$ cat src/rtl/adc_regs_pkg.sv
// constants and carrier types shared by the converter register bank
// assumes one clock, the digital master clock, and byte addressing on the bus
package adc_regs_pkg;
   // register indices; byte address is four times the index
   localparam logic [7:0] IDX_STATUS = 8'h0a;
   localparam logic [7:0] IDX_SETTINGS = 8'h0c;
   localparam logic [7:0] IDX_IRQ_STAT = 8'h10;
   localparam logic [7:0] IDX_IRQ_MASK = 8'h11;
   localparam logic [7:0] ADDR_STATUS = {IDX_STATUS[5:0], 2'b00};
   localparam logic [7:0] ADDR_SETTINGS = {IDX_SETTINGS[5:0], 2'b00};
   localparam logic [7:0] ADDR_IRQ_STAT = {IDX_IRQ_STAT[5:0], 2'b00};
   localparam logic [7:0] ADDR_IRQ_MASK = {IDX_IRQ_MASK[5:0], 2'b00};

   // reset values and writable-bit masks
   localparam logic [15:0] STATUS_RESET = 16'h03b8;
   localparam logic [15:0] STATUS_WMASK = 16'hdcfe;
   localparam logic [15:0] SETTINGS_RESET = 16'h1e02;
   localparam logic [15:0] SETTINGS_WMASK = 16'hfff6;
   localparam logic [2:0] IRQ_RESET = 3'h0;

   // gain correction group delay in digital master clock periods
   localparam int GAIN_DELAY_CYCLES = 24;
   localparam int WORD_BITS = 24;
   localparam int SHORT_BITS = 16;

   // address loop limits: data, settings, calibration
   localparam logic [7:0] DATA_LAST = 8'h05;
   localparam logic [7:0] SET_LAST = 8'h0d;
   localparam logic [7:0] MAP_LAST = 8'h1a;
   localparam logic [7:0] SET_FIRST = 8'h06;
   localparam logic [7:0] CAL_FIRST = 8'h0e;

   typedef enum logic [1:0] {
      W_BOTH16 = 2'b00, W_CH0_24 = 2'b01, W_CH1_24 = 2'b10, W_BOTH24 = 2'b11
   } width_mode_t;

   typedef enum logic [1:0] {
      SRC_LAG = 2'b00, SRC_CH0 = 2'b01, SRC_CH1 = 2'b10, SRC_BOTH = 2'b11
   } src_mode_t;

   typedef enum logic [1:0] {
      LOOP_STATIC = 2'b00, LOOP_GROUP = 2'b01, LOOP_TYPES = 2'b10, LOOP_MAP = 2'b11
   } loop_mode_t;

   typedef struct packed {
      logic [1:0] modulator_output_select;
      logic unused13;
      logic ready_pin_float_ctrl;
      src_mode_t ready_pin_source_mode;
      logic [1:0] ready_flags;
      loop_mode_t read_loop;
      logic write_loop;
      width_mode_t width;
      logic offset_correction_on;
      logic gain_correction_on;
      logic unused0;
   } status_reg_t;

   typedef struct packed {
      logic [1:0] prescale;
      logic [2:0] oversampling_ratio_sel;
      logic [1:0] dither;
      logic autozero_rate;
      logic [1:0] chan_reset;
      logic [1:0] chan_shutdown;
      logic unused3;
      logic internal_reference_off;
      logic external_clock_select;
      logic unused0;
   } settings_reg_t;

   // per-channel pulse pair, bit 1 is channel 1
   typedef struct packed {
      logic ch1;
      logic ch0;
   } chan_pair_t;

   // sticky event bits
   typedef struct packed {
      logic pin_pulse;
      logic ch1;
      logic ch0;
   } irq_bits_t;
endpackage

$ cat src/rtl/adc_status_comm_config_regs.sv
// status, link control and settings registers of a two-channel converter
// assumes Avalon-MM master on i_clk, ready pulses and data words from the filters
//
// Local design decision: the Avalon-MM slave port.
`timescale 1ns/10ps
`default_nettype none
module adc_status_comm_config_regs (
   input wire logic i_clk,
   input wire logic i_rstn,
   input wire logic [7:0] i_avs_address,
   input wire logic i_avs_read,
   input wire logic i_avs_write,
   input wire logic [31:0] i_avs_writedata,
   input wire logic [3:0] i_avs_byteenable,
   output logic [31:0] o_avs_readdata,
   output logic o_avs_waitrequest,
   input wire adc_regs_pkg::chan_pair_t i_ready_pulse,
   input wire adc_regs_pkg::chan_pair_t i_data_taken,
   input wire logic [23:0] i_ch0_data,
   input wire logic [23:0] i_ch1_data,
   input wire logic i_loop_load,
   input wire logic i_loop_step,
   input wire logic i_loop_write,
   input wire logic [7:0] i_loop_start,
   output logic [7:0] o_loop_addr,
   output logic [23:0] o_ch0_word,
   output logic [23:0] o_ch1_word,
   output logic o_data_ready_pin_o,
   output logic o_data_ready_pin_oe,
   output adc_regs_pkg::chan_pair_t o_modulator_data_pins_on,
   output adc_regs_pkg::chan_pair_t o_filter_off,
   output logic o_offset_correction_on,
   output logic o_gain_correction_on,
   output adc_regs_pkg::settings_reg_t o_settings,
   output logic o_irq
);
   typedef struct packed {
      adc_regs_pkg::status_reg_t stat;
      adc_regs_pkg::settings_reg_t set;
      adc_regs_pkg::irq_bits_t irq_stat;
      adc_regs_pkg::irq_bits_t irq_mask;
      logic ack;
      logic [31:0] rdata;
      adc_regs_pkg::chan_pair_t seen;
      logic pin_pulse;
      logic [23:0] word0;
      logic [23:0] word1;
      logic [7:0] addr;
   } state_t;

   state_t st;
   state_t next_st;
   adc_regs_pkg::chan_pair_t delayed;
   adc_regs_pkg::chan_pair_t live;
   logic [15:0] wmask;
   logic pin_fire;
   logic wr_hit;

   // byte enables expand to a bit mask over the low half word
   function automatic logic [15:0] lane_mask(input logic [3:0] be);
      lane_mask = {{8{be[1]}}, {8{be[0]}}};
   endfunction

   // merge a write under writable and byte-lane masks
   function automatic logic [15:0] merge16(input logic [15:0] old, input logic [15:0] val,
         input logic [15:0] m);
      merge16 = (old & ~m) | (val & m);
   endfunction

   // width code shortens a channel word to its top 16 bits
   function automatic logic [23:0] shape(input logic [23:0] d, input logic full);
      shape = full ? d : {8'h00, d[23:8]};
   endfunction

   // end of the span that holds addr, by loop mode
   function automatic logic [7:0] span_last(input adc_regs_pkg::loop_mode_t m,
         input logic [7:0] a);
      span_last = adc_regs_pkg::MAP_LAST;
      if (m == adc_regs_pkg::LOOP_TYPES || m == adc_regs_pkg::LOOP_GROUP) begin
         if (a <= adc_regs_pkg::DATA_LAST) begin
            span_last = adc_regs_pkg::DATA_LAST;
         end else if (a <= adc_regs_pkg::SET_LAST) begin
            span_last = adc_regs_pkg::SET_LAST;
         end
      end
   endfunction

   function automatic logic [7:0] span_first(input adc_regs_pkg::loop_mode_t m,
         input logic [7:0] a);
      span_first = 8'h00;
      if (m == adc_regs_pkg::LOOP_TYPES || m == adc_regs_pkg::LOOP_GROUP) begin
         if (a > adc_regs_pkg::SET_LAST) begin
            span_first = adc_regs_pkg::CAL_FIRST;
         end else if (a > adc_regs_pkg::DATA_LAST) begin
            span_first = adc_regs_pkg::SET_FIRST;
         end
      end
   endfunction

   // step of the continuous access counter
   function automatic logic [7:0] next_addr(input adc_regs_pkg::loop_mode_t m,
         input logic [7:0] a);
      if (m == adc_regs_pkg::LOOP_STATIC) begin
         next_addr = a;
      end else if (a >= span_last(m, a)) begin
         next_addr = span_first(m, a);
      end else begin
         next_addr = a + 8'h01;
      end
   endfunction

   // gain correction delays both ready pulses by the group delay
   ready_pulse_delay #(
      .DEPTH(adc_regs_pkg::GAIN_DELAY_CYCLES)
   ) u_delay (
      .i_clk(i_clk),
      .i_rstn(i_rstn),
      .i_pulse(i_ready_pulse),
      .i_delay_on(st.stat.gain_correction_on),
      .o_pulse(delayed)
   );

   // a channel whose filter is off produces no ready pulses
   assign live.ch0 = delayed.ch0 & ~st.stat.modulator_output_select[0];
   assign live.ch1 = delayed.ch1 & ~st.stat.modulator_output_select[1];
   assign wmask = lane_mask(i_avs_byteenable);
   assign wr_hit = i_avs_write && st.ack;

   // pin pulse selection by source mode
   always_comb begin
      unique case (st.stat.ready_pin_source_mode)
         adc_regs_pkg::SRC_BOTH: pin_fire = live.ch0 | live.ch1;
         adc_regs_pkg::SRC_CH0: pin_fire = live.ch0;
         adc_regs_pkg::SRC_CH1: pin_fire = live.ch1;
         adc_regs_pkg::SRC_LAG: pin_fire = (st.seen.ch0 | live.ch0) & (st.seen.ch1 | live.ch1);
      endcase
   end

   // next state: bus access, flags, words, pin and loop counter
   always_comb begin
      next_st = st;
      next_st.pin_pulse = pin_fire;
      // lagging mode waits for both channels since the last pin pulse
      if (pin_fire) begin
         next_st.seen = '0;
      end else begin
         next_st.seen = st.seen | live;
      end
      // one wait state: ack rises for a single cycle per request
      next_st.ack = (i_avs_read || i_avs_write) && !st.ack;
      if (i_avs_read && !st.ack) begin
         next_st.rdata = 32'h0000_0000;
         unique case (i_avs_address)
            adc_regs_pkg::ADDR_STATUS: next_st.rdata[15:0] = st.stat & 16'hdffe;
            adc_regs_pkg::ADDR_SETTINGS: next_st.rdata[15:0] = st.set & 16'hfff6;
            adc_regs_pkg::ADDR_IRQ_STAT: next_st.rdata[2:0] = st.irq_stat;
            adc_regs_pkg::ADDR_IRQ_MASK: next_st.rdata[2:0] = st.irq_mask;
            default: next_st.rdata = 32'h0000_0000;
         endcase
      end
      // writes land at the edge where waitrequest is low
      if (wr_hit && i_avs_address == adc_regs_pkg::ADDR_STATUS) begin
         next_st.stat = merge16(st.stat, i_avs_writedata[15:0],
            wmask & adc_regs_pkg::STATUS_WMASK);
      end
      if (wr_hit && i_avs_address == adc_regs_pkg::ADDR_SETTINGS) begin
         next_st.set = merge16(st.set, i_avs_writedata[15:0],
            wmask & adc_regs_pkg::SETTINGS_WMASK);
      end
      if (wr_hit && i_avs_address == adc_regs_pkg::ADDR_IRQ_MASK && i_avs_byteenable[0]) begin
         next_st.irq_mask = i_avs_writedata[2:0];
      end
      // write one to clear, a new event in the same cycle wins
      if (wr_hit && i_avs_address == adc_regs_pkg::ADDR_IRQ_STAT && i_avs_byteenable[0]) begin
         next_st.irq_stat = st.irq_stat & ~i_avs_writedata[2:0];
      end
      next_st.irq_stat = next_st.irq_stat | {pin_fire, live.ch1, live.ch0};
      // flags read low while data waits; a new pulse beats a take
      if (i_data_taken.ch0) begin
         next_st.stat.ready_flags[0] = 1'b1;
      end
      if (i_data_taken.ch1) begin
         next_st.stat.ready_flags[1] = 1'b1;
      end
      if (live.ch0) begin
         next_st.stat.ready_flags[0] = 1'b0;
         next_st.word0 = shape(i_ch0_data, st.stat.width[0]);
      end
      if (live.ch1) begin
         next_st.stat.ready_flags[1] = 1'b0;
         next_st.word1 = shape(i_ch1_data, st.stat.width[1]);
      end
      // continuous access counter; writes loop the map or hold
      if (i_loop_load) begin
         next_st.addr = i_loop_start;
      end else if (i_loop_step && i_loop_write) begin
         next_st.addr = next_addr(st.stat.write_loop ? adc_regs_pkg::LOOP_MAP
            : adc_regs_pkg::LOOP_STATIC, st.addr);
      end else if (i_loop_step) begin
         next_st.addr = next_addr(st.stat.read_loop, st.addr);
      end
   end

   // synchronous reset to the power-on values
   always_ff @(posedge i_clk) begin
      if (!i_rstn) begin
         st <= '0;
         st.stat <= adc_regs_pkg::STATUS_RESET;
         st.set <= adc_regs_pkg::SETTINGS_RESET;
         st.irq_stat <= adc_regs_pkg::IRQ_RESET;
         st.irq_mask <= adc_regs_pkg::IRQ_RESET;
      end else begin
         st <= next_st;
      end
   end

   // bus answers
   assign o_avs_waitrequest = (i_avs_read || i_avs_write) && !st.ack;
   assign o_avs_readdata = st.rdata;

   // pin idles floating or driven high, pulses low for one cycle
   assign o_data_ready_pin_o = ~st.pin_pulse;
   assign o_data_ready_pin_oe = st.stat.ready_pin_float_ctrl | st.pin_pulse;

   // modulator routing turns off the matching filter
   assign o_modulator_data_pins_on.ch0 = st.stat.modulator_output_select[0];
   assign o_modulator_data_pins_on.ch1 = st.stat.modulator_output_select[1];
   assign o_filter_off = o_modulator_data_pins_on;

   // correction enables; offset correction adds no delay here
   assign o_offset_correction_on = st.stat.offset_correction_on;
   assign o_gain_correction_on = st.stat.gain_correction_on;
   assign o_settings = st.set & 16'hfff6;
   assign o_ch0_word = st.word0;
   assign o_ch1_word = st.word1;
   assign o_loop_addr = st.addr;
   assign o_irq = |(st.irq_stat & st.irq_mask);
endmodule // adc_status_comm_config_regs
`default_nettype wire

$ cat src/rtl/ready_pulse_delay.sv
// fixed delay line for the two channels' ready pulses
// assumes pulses come from logic on the same clock
`timescale 1ns/10ps
`default_nettype none
module ready_pulse_delay #(
   parameter int DEPTH = 24
) (
   input wire logic i_clk,
   input wire logic i_rstn,
   input wire adc_regs_pkg::chan_pair_t i_pulse,
   input wire logic i_delay_on,
   output adc_regs_pkg::chan_pair_t o_pulse
);
   typedef struct packed {
      logic [DEPTH-1:0] line0;
      logic [DEPTH-1:0] line1;
      adc_regs_pkg::chan_pair_t out;
   } dstate_t;

   dstate_t st;
   dstate_t next_st;

   // only delayed pulses enter the line, so turning the delay on never replays one
   // pulses still in flight when the delay turns off leave at their own time
   always_comb begin
      next_st = st;
      next_st.line0 = {st.line0[DEPTH-2:0], i_pulse.ch0 & i_delay_on};
      next_st.line1 = {st.line1[DEPTH-2:0], i_pulse.ch1 & i_delay_on};
      if (i_delay_on) begin
         next_st.out.ch0 = st.line0[DEPTH-1];
         next_st.out.ch1 = st.line1[DEPTH-1];
      end else begin
         next_st.out.ch0 = i_pulse.ch0 | st.line0[DEPTH-1];
         next_st.out.ch1 = i_pulse.ch1 | st.line1[DEPTH-1];
      end
   end

   always_ff @(posedge i_clk) begin
      if (!i_rstn) begin
         st <= '0;
      end else begin
         st <= next_st;
      end
   end

   assign o_pulse = st.out;
endmodule // ready_pulse_delay
`default_nettype wire

$ cat config.mk
export PLATFORM = sky130hd
export DESIGN_NAME = adc_status_comm_config_regs
export DESIGN_NICKNAME = d
export VERILOG_FILES = /design/src/rtl/adc_regs_pkg.sv /design/src/rtl/adc_status_comm_config_regs.sv /design/src/rtl/ready_pulse_delay.sv
export SDC_FILE = /design/constraint.sdc
export NUM_CORES = 1
export LEC_CHECK = 0
export ABC_AREA = 0
export ABC_CLOCK_PERIOD_IN_PS = 4400
export BUFFER_PORTS_ARGS = -buffer_cell sky130_fd_sc_hd__buf_4
export CAP_MARGIN = 20
export CORE_UTILIZATION = 50
export DETAILED_ROUTE_END_ITERATION = 6
export PLACE_DENSITY_LB_ADDON = 0.15
export SLEW_MARGIN = 20
export SYNTH_ARGS = -nofsm -noshare
export SYNTH_HDL_FRONTEND = slang
export SYNTH_SLANG_ARGS = --single-unit
$ cat constraint.sdc
create_clock -name i_clk -period 4.4 [get_ports i_clk]
set_clock_uncertainty 0.1 [all_clocks]
set_input_delay 1.1 -clock i_clk [delete_from_list [all_inputs] [get_ports i_clk]]
set_output_delay 1.1 -clock i_clk [all_outputs]
set_load 0.01 [all_outputs]
==> results of run 1 <==
-- cell type report --
cell class | count | area share
Clock buffer | 18 | 0.05145
Clock inverter | 14 | 0.02492
Inverter | 13 | 0.005717
Multi-Input combinational cell | 479 | 0.3442
Sequential cell | 160 | 0.3753
Tap cell | 180 | 0.02639
Timing Repair Buffer | 194 | 0.1721
-- layout by cell type (no fill, tap or decap), drive strengths merged, types with 36 or more instances in the layout --
master,count
mux2i,50
a211oi,36
nand2,54
dfxtp,160
nand3,44
and2,50
nor2,76
a21oi,50
buf,194
-- final timing paths --
| path | cells past startpoint | slack [ps] | end | from |
|---|---|---|---|---|
| setup reg to reg | 10 | 1390 | o_loop_addr[3] | o_loop_addr[4] |
| setup / recovery | 10 | 1390 | o_loop_addr[3] | o_loop_addr[4] |
| hold / removal | 1 | 330 | u_delay.next_st[19] | u_delay.next_st[18] |
| hold reg to reg | 1 | 330 | u_delay.next_st[19] | u_delay.next_st[18] |
-- logic make-up after synthesis --
family / count (synthesis)
AO/OA/AOI/OAI: 124
XOR/XNOR: 2
adder cells (fa/ha/maj): 10
buffers and inverters: 169
flip-flops: 160
multiplexers: 55
other: 1
AND/OR/NAND/NOR: 270
-- power breakdown --
part / internal, mW / leakage, nW / switching [mW]
combinational: 0.166 / 2.35 / 0.178
sequential: 1.49 / 1.30 / 0.0314
clock: 1.02 / 0.320 / 0.577
-- cell usage after synthesis, drive strengths merged, types with 10 or more instances --
| master | instances | area, sq um |
|---|---|---|
| a211oi | 36 | 275.3 |
| a21oi | 50 | 254.0 |
| a22oi | 11 | 82.58 |
| and2 | 50 | 312.8 |
| buf | 116 | 849.6 |
| clkbuf | 40 | 151.4 |
| dfxtp | 160 | 3203 |
| ha | 10 | 125.1 |
| inv | 13 | 48.80 |
| mux2i | 50 | 500.5 |
| nand2 | 54 | 202.7 |
| nand3 | 44 | 220.2 |
| nor2 | 76 | 285.3 |
| nor3 | 18 | 105.1 |
-- critical path, stage by stage (launching register included) --
cell	delay (ps)
dfxtp_1	390
nor4_1	490
nand2_1	120
or2_2	300
inv_1	110
ha_1	240
or3b_2	440
o2111ai_1	130
a21oi_2	160
mux2_4	330
o22ai_2	120
-- layer usage --
| metal | vias up | wire length, um | track usage |
|---|---|---|---|
| li1 | 2717 | - | - |
| met1 | 2544 | 6977 | 0.2735 |
| met2 | 182 | 8019 | 0.3768 |
| met3 | 16 | 1055 | 0.05451 |
| met4 | 0 | 180 | 0.06944 |
| met5 | - | 0 | 0 |
==> flow_summary_export.csv, run 1 <==
group,metric,value,unit
status,status,"finished clean",
synthesis,synth-main-ff-cell,"dfxtp_1",
die,chipWidth,121.3,um
drt,drt_iter0_markers,348,
die,row_count,43,
clock_network,cts_buffer_depth,2,
final_layout,drive_above_1_share,0.2813,
synthesis,yosysWarnings,0,
synthesis,synthArstFlopShare,0,
sta,tightest_slew,1048,ps
clock_network,cts_inserted_buffers,17,
place,gp_congestion,0.8105,
synthesis,synthCells,791,
sta,fin_crit_sh,0.6836,
final_layout,regArea,0.003203,sq mm
pwr,power,3.463,mW
place,dpl.cell_count,1026,
clock_network,cts_setup_buffers,0,
clock_network,clk_pin_slew,60,ps
die,dieArea,0.01471,sq mm
worst_setup_path,path_class,"reg2reg",
final_layout,utilization,0.6149,
final_layout,n_antenna_cell,0,
synthesis,synth_fa_ha_area_frac,0.01758,
clock_network,cts_tree,"yes",
clock_network,root_buffer,"clkbuf_16",
synthesis,synth_compound_area_frac,0.1145,
pwr,p_leak,3.967,nW
flow_run,cap_violations,0,
sta,whs,331.1,ps
synthesis,ys_ff_latch,160,
worst_setup_path,cp_max_fo,8,
final_layout,area_growth,19.94,%
synthesis,syn-mean-instance-area,8.997,sq um
sta,max_slew_margin,0.3013,
place,dp_hpwl,11.56,mm
drt,antenna_left,0,
synthesis,synth_edf_count,0,
global_route,grt_max_degree,69,
clock_network,cts.sinks,160,
global_route,overflow,0,
pwr,ir_drop,0.0002843,V
worst_setup_path,arrival,3240,ps
pwr,p_per_area,405.6,mW/mm^2
drt,via_per_inst,5.160,
die,start_util,0.5127,
die,die_y,121.3,um
worst_setup_path,critPathCaptureType,"register",
place,dpl_cell_area,0.007884,sq mm
synthesis,synthesis.area,0.007117,sq mm
synthesis,yosysSeqAreaShare,0.4501,
global_route,grtUsageTotal,0.2215,
die,ios,225,
drt,drt-total-wl,16.23,mm
sta,maxSlewViolCount,0,
final_layout,fin_area,0.008536,sq mm
drt,vias,5459,
sta,rsz0062_at_grt,"false",
final_layout,multi_input_area,0.002938,sq mm
sta,layout_setup_ws,1392,ps
min_path,min_path_type,"reg2reg",
worst_setup_path,critPathLaunchType,"register",
place,pre_cts_ws,1409,ps
sta,period_needed,3008,ps
sta,finalHoldViolCount,0,
sta,setup_viol,0,
final_layout,nets,986,
drt,wl_per_cell,15.34,um
synthesis,yosysUniqueCellTypes,54,
sta,tns,0,ps
clock_network,clock_latency,410,ps
drt,drt_pass1_iterations,5,
synthesis,synth_simple_gate_area_frac,0.1886,
drt,route.detailed.drc,0,
die,core_area,0.01388,sq mm
clock_network,ctsResizeCount,0,
clock_network,ctsHtreeMaxLevel,4,
synthesis,synth_top_family_by_area,"simple AND/OR/NAND/NOR gates",
sta,max_freq,0.3324,GHz
place,portBuffers,188,
global_route,grt_pass1_vias,5191,
global_route,antenna_found_initial,0,
clock_network,ctsHoldBuffers,0,
worst_setup_path,critical_path_required,4630,ps
synthesis,yosys.area_share.xor_xnor,0.002461,
synthesis,synthMuxAreaShare,0.07876,
global_route,grt_pass1_wl,25.74,mm
final_layout,fin_cells,1058,
final_layout,fill_cells,1164,
Note: power is estimated with default switching activity, not from simulation.
==> inputs of run 2 (changes only) <==
--- a/config.mk
+++ b/config.mk
@@ -6,10 +6,10 @@
 export NUM_CORES = 1
 export LEC_CHECK = 0
 export ABC_AREA = 0
-export ABC_CLOCK_PERIOD_IN_PS = 4400
+export ABC_CLOCK_PERIOD_IN_PS = 2600
 export BUFFER_PORTS_ARGS = -buffer_cell sky130_fd_sc_hd__buf_4
 export CAP_MARGIN = 20
-export CORE_UTILIZATION = 50
+export CORE_UTILIZATION = 46
 export DETAILED_ROUTE_END_ITERATION = 6
 export PLACE_DENSITY_LB_ADDON = 0.15
 export SLEW_MARGIN = 20
==> constraint.sdc (replaced) <==
create_clock -name i_clk -period 2.6 [get_ports i_clk]
set_clock_uncertainty 0.1 [all_clocks]
set_input_delay 0.65 -clock i_clk [delete_from_list [all_inputs] [get_ports i_clk]]
set_output_delay 0.65 -clock i_clk [all_outputs]
set_load 0.01 [all_outputs]
==> run 2 against run 1 <==
Net effect: count of clock-buffer cells in the layout rose by 2; largest power group is now sequential cells; final area rose by 3.5%; maximum frequency rose by 18%; clock power rose by 53%; via count rose by 1.9%; sequential share of layout area fell by 1.2 points; core utilization fell by 3.2 points; sequential power rose by 68%.
==> flow_summary_export.csv, run 2 (same netlist as run 1, synthesis figures left out) <==
group,metric,value,unit
status,status,"finished clean",
die,start_util,0.4699,
drt,wl_per_cell,15.25,um
flow_run,cap_violations,0,
final_layout,n_antenna_cell,0,
sta,period_needed,2539,ps
place,dpl_cell_area,0.008068,sq mm
worst_setup_path,critPathLaunchType,"register",
drt,vias,5561,
drt,route.detailed.drc,0,
sta,max_slew_margin,0.6579,
sta,finalHoldViolCount,0,
global_route,grt_pass1_vias,5363,
global_route,antenna_found_initial,0,
clock_network,cts_buffer_depth,2,
worst_setup_path,cp_slowest_cell,"or4_4",
min_path,whs_path_depth,1,
clock_network,clk_pin_slew,60,ps
place,dp_hpwl,12.08,mm
final_layout,fin_area,0.008832,sq mm
worst_setup_path,path_class,"reg2reg",
sta,max_freq,0.3938,GHz
global_route,grtUsageTotal,0.2108,
die,ios,225,
clock_network,cts.sinks,160,
final_layout,layout_commonest_cell,"buf_4",
min_path,min_path_type,"reg2reg",
worst_setup_path,critical_path.cell_chain,"inv_4, ha_4, nor3_4, or2_4, inv_4, ha_4, or4_4, a211oi_4, a21oi_4, mux2_4, o22ai_2",
sta,fin_crit_sh,0.9767,
drt,antenna_left,0,
drt,drt_pass1_iterations,5,
worst_setup_path,rrSetupSlack,60,ps
final_layout,layout_common_cells,"buf_4, dfxtp_1, nor2_1",
pwr,ir_drop,0.0004401,V
sta,maxSlewViolCount,0,
clock_network,ctsHtreeMaxLevel,4,
sta,tightest_slew,513.2,ps
clock_network,ctsHoldBuffers,0,
clock_network,clock_latency,420,ps
worst_setup_path,critical_path.max_stage_delay,440,ps
sta,whs,331.3,ps
final_layout,drive_above_1_share,0.3186,
die,chipWidth,126.4,um
worst_setup_path,critPathCaptureType,"register",
clock_network,cts_tree,"yes",
place,portBuffers,188,
global_route,grt_max_degree,66,
global_route,grt_pass1_wl,26.65,mm
die,core_area,0.01515,sq mm
sta,rsz0062_at_grt,"true",
worst_setup_path,critical_path_required,2840,ps
clock_network,cts_inserted_buffers,17,
drt,drt_iter0_markers,281,
die,dieArea,0.01597,sq mm
final_layout,nets,1012,
worst_setup_path,arrival,2780,ps
worst_setup_path,r2r_cells,11,
die,die_y,126.4,um
drt,via_per_inst,5.092,
drt,drt-total-wl,16.65,mm
place,gp_congestion,0.8440,
global_route,overflow,0,
worst_setup_path,cp_max_fo,5,
pwr,p_leak,4.071,nW
final_layout,area_growth,24.10,%
sta,setup_viol,0,
pwr,p_per_area,647.0,mW/mm^2
clock_network,root_buffer,"clkbuf_16",
die,row_count,45,
run 2: area by class of cell:
type                    count  area (sq um)
fillers                  1379          6314
clock inverters            12         135.1
well taps                 188         235.2
repair buffers            220          1664
flip-flops and latches    160          3211
multi-input cells         479          3077
clock buffers              20         456.7
inverters                  13         53.80
run 2: critical path: cells and delay by family, from the launching register on:
family,cells,cell delay (ps)
AOI/OAI and AO/OA,3,490
adders and majority gates,2,310
buffers and inverters,2,100
DFF,1,390
muxes,1,320
and+or+nand+nor,3,770
run 2: path summary, 6_finish.rpt:
| kind | start | to |
|---|---|---|
| hold reg to reg | u_delay.next_st[27] | u_delay.next_st[28] |
| setup / recovery | o_loop_addr[0] | o_loop_addr[3] |
| setup reg to reg | o_loop_addr[0] | o_loop_addr[3] |
| hold / removal | u_delay.next_st[27] | u_delay.next_st[28] |
run 2: metal layers:
| layer | global-route usage | wire (um) | vias to the layer above |
|---|---|---|---|
| met5 | 0 | 0 | - |
| met4 | 0.07442 | 248 | 0 |
| met3 | 0.05356 | 1083 | 18 |
| met2 | 0.3481 | 7838 | 176 |
| met1 | 0.2669 | 7480 | 2593 |
| li1 | - | - | 2774 |
run 2: report_power, final:
part / total, mW / switching [mW] / internal, mW
combinational: 0.702 / 0.356 / 0.346
sequential: 2.56 / 0.0410 / 2.52
clock: 2.45 / 0.986 / 1.47
total: 5.71 / 1.38 / 4.33
run 2: metrics by stage:
stage / util / setup TNS, ps / setup slack (ps) / power [mW] / cells
6_report: 0.5831 / 0 / 60.52 / 5.714 / 1092
5_1_grt: 0.5831 / -105.9 / -60.91 / 5.963 / 1092
4_1_cts: 0.5800 / -41.18 / -41.18 / 5.751 / 1091
3_5_place_dp: 0.5327 / -595.2 / -179.0 / 3.243 / 1056
3_3_place_gp: 0.5327 / -186.9 / -91.51 / 3.220 / 1056
2_1_floorplan: - / 0 / 0.8291 / 3.016 / 808
run 2: repair_timing:
| action | CTS | global route |
|---|---|---|
| pin swaps | 10 | 6 |
| endpoints found under the hold margin | 0 | 0 |
| cloned | 0 | 0 |
| endpoints found under the setup margin | 6 | 6 |
| gates resized for setup | 21 | 5 |
| buffers inserted | 3 | 1 |
==> inputs of run 3 (changes only) <==
--- a/config.mk
+++ b/config.mk
@@ -12,6 +12,7 @@
 export CORE_UTILIZATION = 46
 export DETAILED_ROUTE_END_ITERATION = 6
 export PLACE_DENSITY_LB_ADDON = 0.15
+export SETUP_SLACK_MARGIN = 0.3
 export SLEW_MARGIN = 20
 export SYNTH_ARGS = -nofsm -noshare
 export SYNTH_HDL_FRONTEND = slang
==> run 3 against run 2 <==
Net effect: setup slack improved by 3.9 ps; clock power about the same; sequential power about the same; maximum frequency increased by 0.16%; die area unchanged; critical endpoint unchanged; core utilization decreased by 0.11 points; worst hold slack improved by 1.0 ps; final area decreased by 0.18%; cell count decreased by 0.18%; non-clock buffer count decreased by 2.
==> flow_summary_export.csv, run 3 (same netlist as run 1, synthesis figures left out) <==
group,metric,value,unit
status,status,"finished clean",
drt,drt-total-wl,16.42,mm
place,dp_hpwl,11.78,mm
die,die_y,126.4,um
sta,setup_viol,0,
worst_setup_path,cp_max_fo,5,
final_layout,layout_common_cells,"buf_4, dfxtp_1, nor2_1",
pwr,p_leak,4.073,nW
min_path,hold_start,"u_delay.next_st[18]",
drt,wl_per_cell,15.06,um
clock_network,root_buffer,"clkbuf_16",
global_route,met2_usage,0.3471,
worst_setup_path,critical_path_required,2850,ps
die,row_count,45,
sta,max_freq,0.3944,GHz
worst_setup_path,path_class,"reg2reg",
clock_network,cts.sinks,160,
global_route,grt_pass1_vias,5373,
final_layout,area_growth,23.87,%
place,pre_cts_ws,-1.274,ps
global_route,grt_max_degree,77,
clock_network,clock_latency,420,ps
global_route,grt_pass1_wl,26.50,mm
drt,antenna_left,0,
clock_network,ctsHtreeMaxLevel,4,
place,portBuffers,188,
worst_setup_path,rrSetupSlack,60,ps
worst_setup_path,reg2reg_to,"o_loop_addr[3]",
drt,route.detailed.drc,0,
worst_setup_path,endpoint,"o_loop_addr[3]",
place,gp_congestion,0.8187,
worst_setup_path,crit_start,"o_loop_addr[7]",
die,start_util,0.4699,
global_route,overflow,0,
sta,max_slew_margin,0.3662,
drt,via_per_inst,5.054,
pwr,p_per_area,650.3,mW/mm^2
worst_setup_path,r2r-start,"o_loop_addr[7]",
final_layout,fill_cells,1370,
worst_setup_path,r2r_cells,10,
die,dieArea,0.01597,sq mm
clock_network,cts_buffer_depth,2,
worst_setup_path,arrival,2780,ps
drt,drt_iter0_markers,332,
clock_network,cts_inserted_buffers,17,
global_route,met3_usage,0.05230,
final_layout,drive_above_1_share,0.3237,
final_layout,fin_cells,1090,
min_path,min_path_type,"reg2reg",
pwr,ir_drop,0.0004693,V
sta,rsz0062_at_grt,"true",
drt,drt_pass1_iterations,4,
global_route,grtUsageTotal,0.2100,
die,chipWidth,126.4,um
sta,maxSlewViolCount,0,
place,dpl.cell_count,1050,
die,ios,225,
drt,vias,5509,
global_route,antenna_found_initial,0,
global_route,use_met1,0.2621,
sta,tightest_slew,948.8,ps
final_layout,nets,1010,
final_layout,layout_commonest_cell,"buf_4",
sta,finalHoldViolCount,0,
worst_setup_path,critPathCaptureType,"register",
sta,layout_setup_ws,64.46,ps
sta,fin_crit_sh,0.9752,
global_route,grt_busiest_layer,"met2",
sta,period_needed,2536,ps
flow_run,cap_violations,0,
clock_network,cts_tree,"yes",
die,core_area,0.01515,sq mm
clock_network,clk_pin_slew,70,ps
worst_setup_path,critPathLaunchType,"register",
final_layout,n_antenna_cell,0,
## run 3: cell count changes in the layout (fill, tap and decap cells not counted), sizes merged
cell | previous run | this run
buf | 220 | 218
clkinvlp | 4 | 2
clkinv | 5 | 6
inv | 14 | 15
## run 3: area by class of cell
type / instances / area [sq um] / share of cell area
sequential: 160 / 3222 / 0.3655
tap: 188 / 235.2 / 0.02668
clock inverter: 12 / 133.9 / 0.01519
multi-input combinational: 479 / 3063 / 0.3474
inverter: 13 / 56.30 / 0.006387
clock buffer: 20 / 456.7 / 0.05180
timing repair buffer: 218 / 1649 / 0.1871
## run 3: worst max-delay path: stages (launching register included)
cell and delay [ps]:
dfxtp_2 350, nor4_4 310, nand2_1 110, or2_4 250
inv_4 70, ha_4 190, or3b_4 410, o2111ai_4 90
a21oi_4 110, mux2_4 310, o22ai_2 140
## run 3: metrics by stage
step	power (mW)	setup TNS (ps)	util	hold slack, ps	area, sq um
2_1_floorplan	3.053	0	-	311.9	7305
3_3_place_gp	3.251	0	0.5366	315.4	8128
3_5_place_dp	3.268	-1.274	0.5366	318.5	8128
4_1_cts	5.775	0	0.5821	334.4	8816
5_1_grt	5.965	-84.99	0.5821	344.9	8816
6_report	5.733	0	0.5821	332.3	8816
## run 3: worst min path at each step
stage,end,slack [ps],cells after the start
3_3_place_gp,u_delay.next_st[40],320,1
5_1_grt,u_delay.next_st[24],340,1
6_report,u_delay.next_st[19],330,1
4_1_cts,register,330,3
2_1_floorplan,u_delay.next_st[10],310,1
3_5_place_dp,u_delay.next_st[5],320,1
## run 3: layer usage
layer	up-vias	share of wire
li1	2763	-
met1	2561	0.46
met2	151	0.47
met3	34	0.049
met4	0	0.024
met5	-	0
## run 3: where the power goes
part           total (mW)  switching, mW  leakage, nW  internal [mW]
Clock                2.47           1.00        0.287           1.47
Sequential           2.56         0.0445         1.30           2.52
Combinational       0.697          0.353         2.48          0.344
Total                5.73           1.40         4.07           4.33
## run 3: timing repair
| item | in CTS | in global routing |
|---|---|---|
| buffers inserted | 8 | 0 |
| hold buffers | 0 | 0 |
| pin swaps | 9 | 3 |
| endpoints found under the setup margin | 6 | 6 |
| gates resized for setup | 7 | 0 |
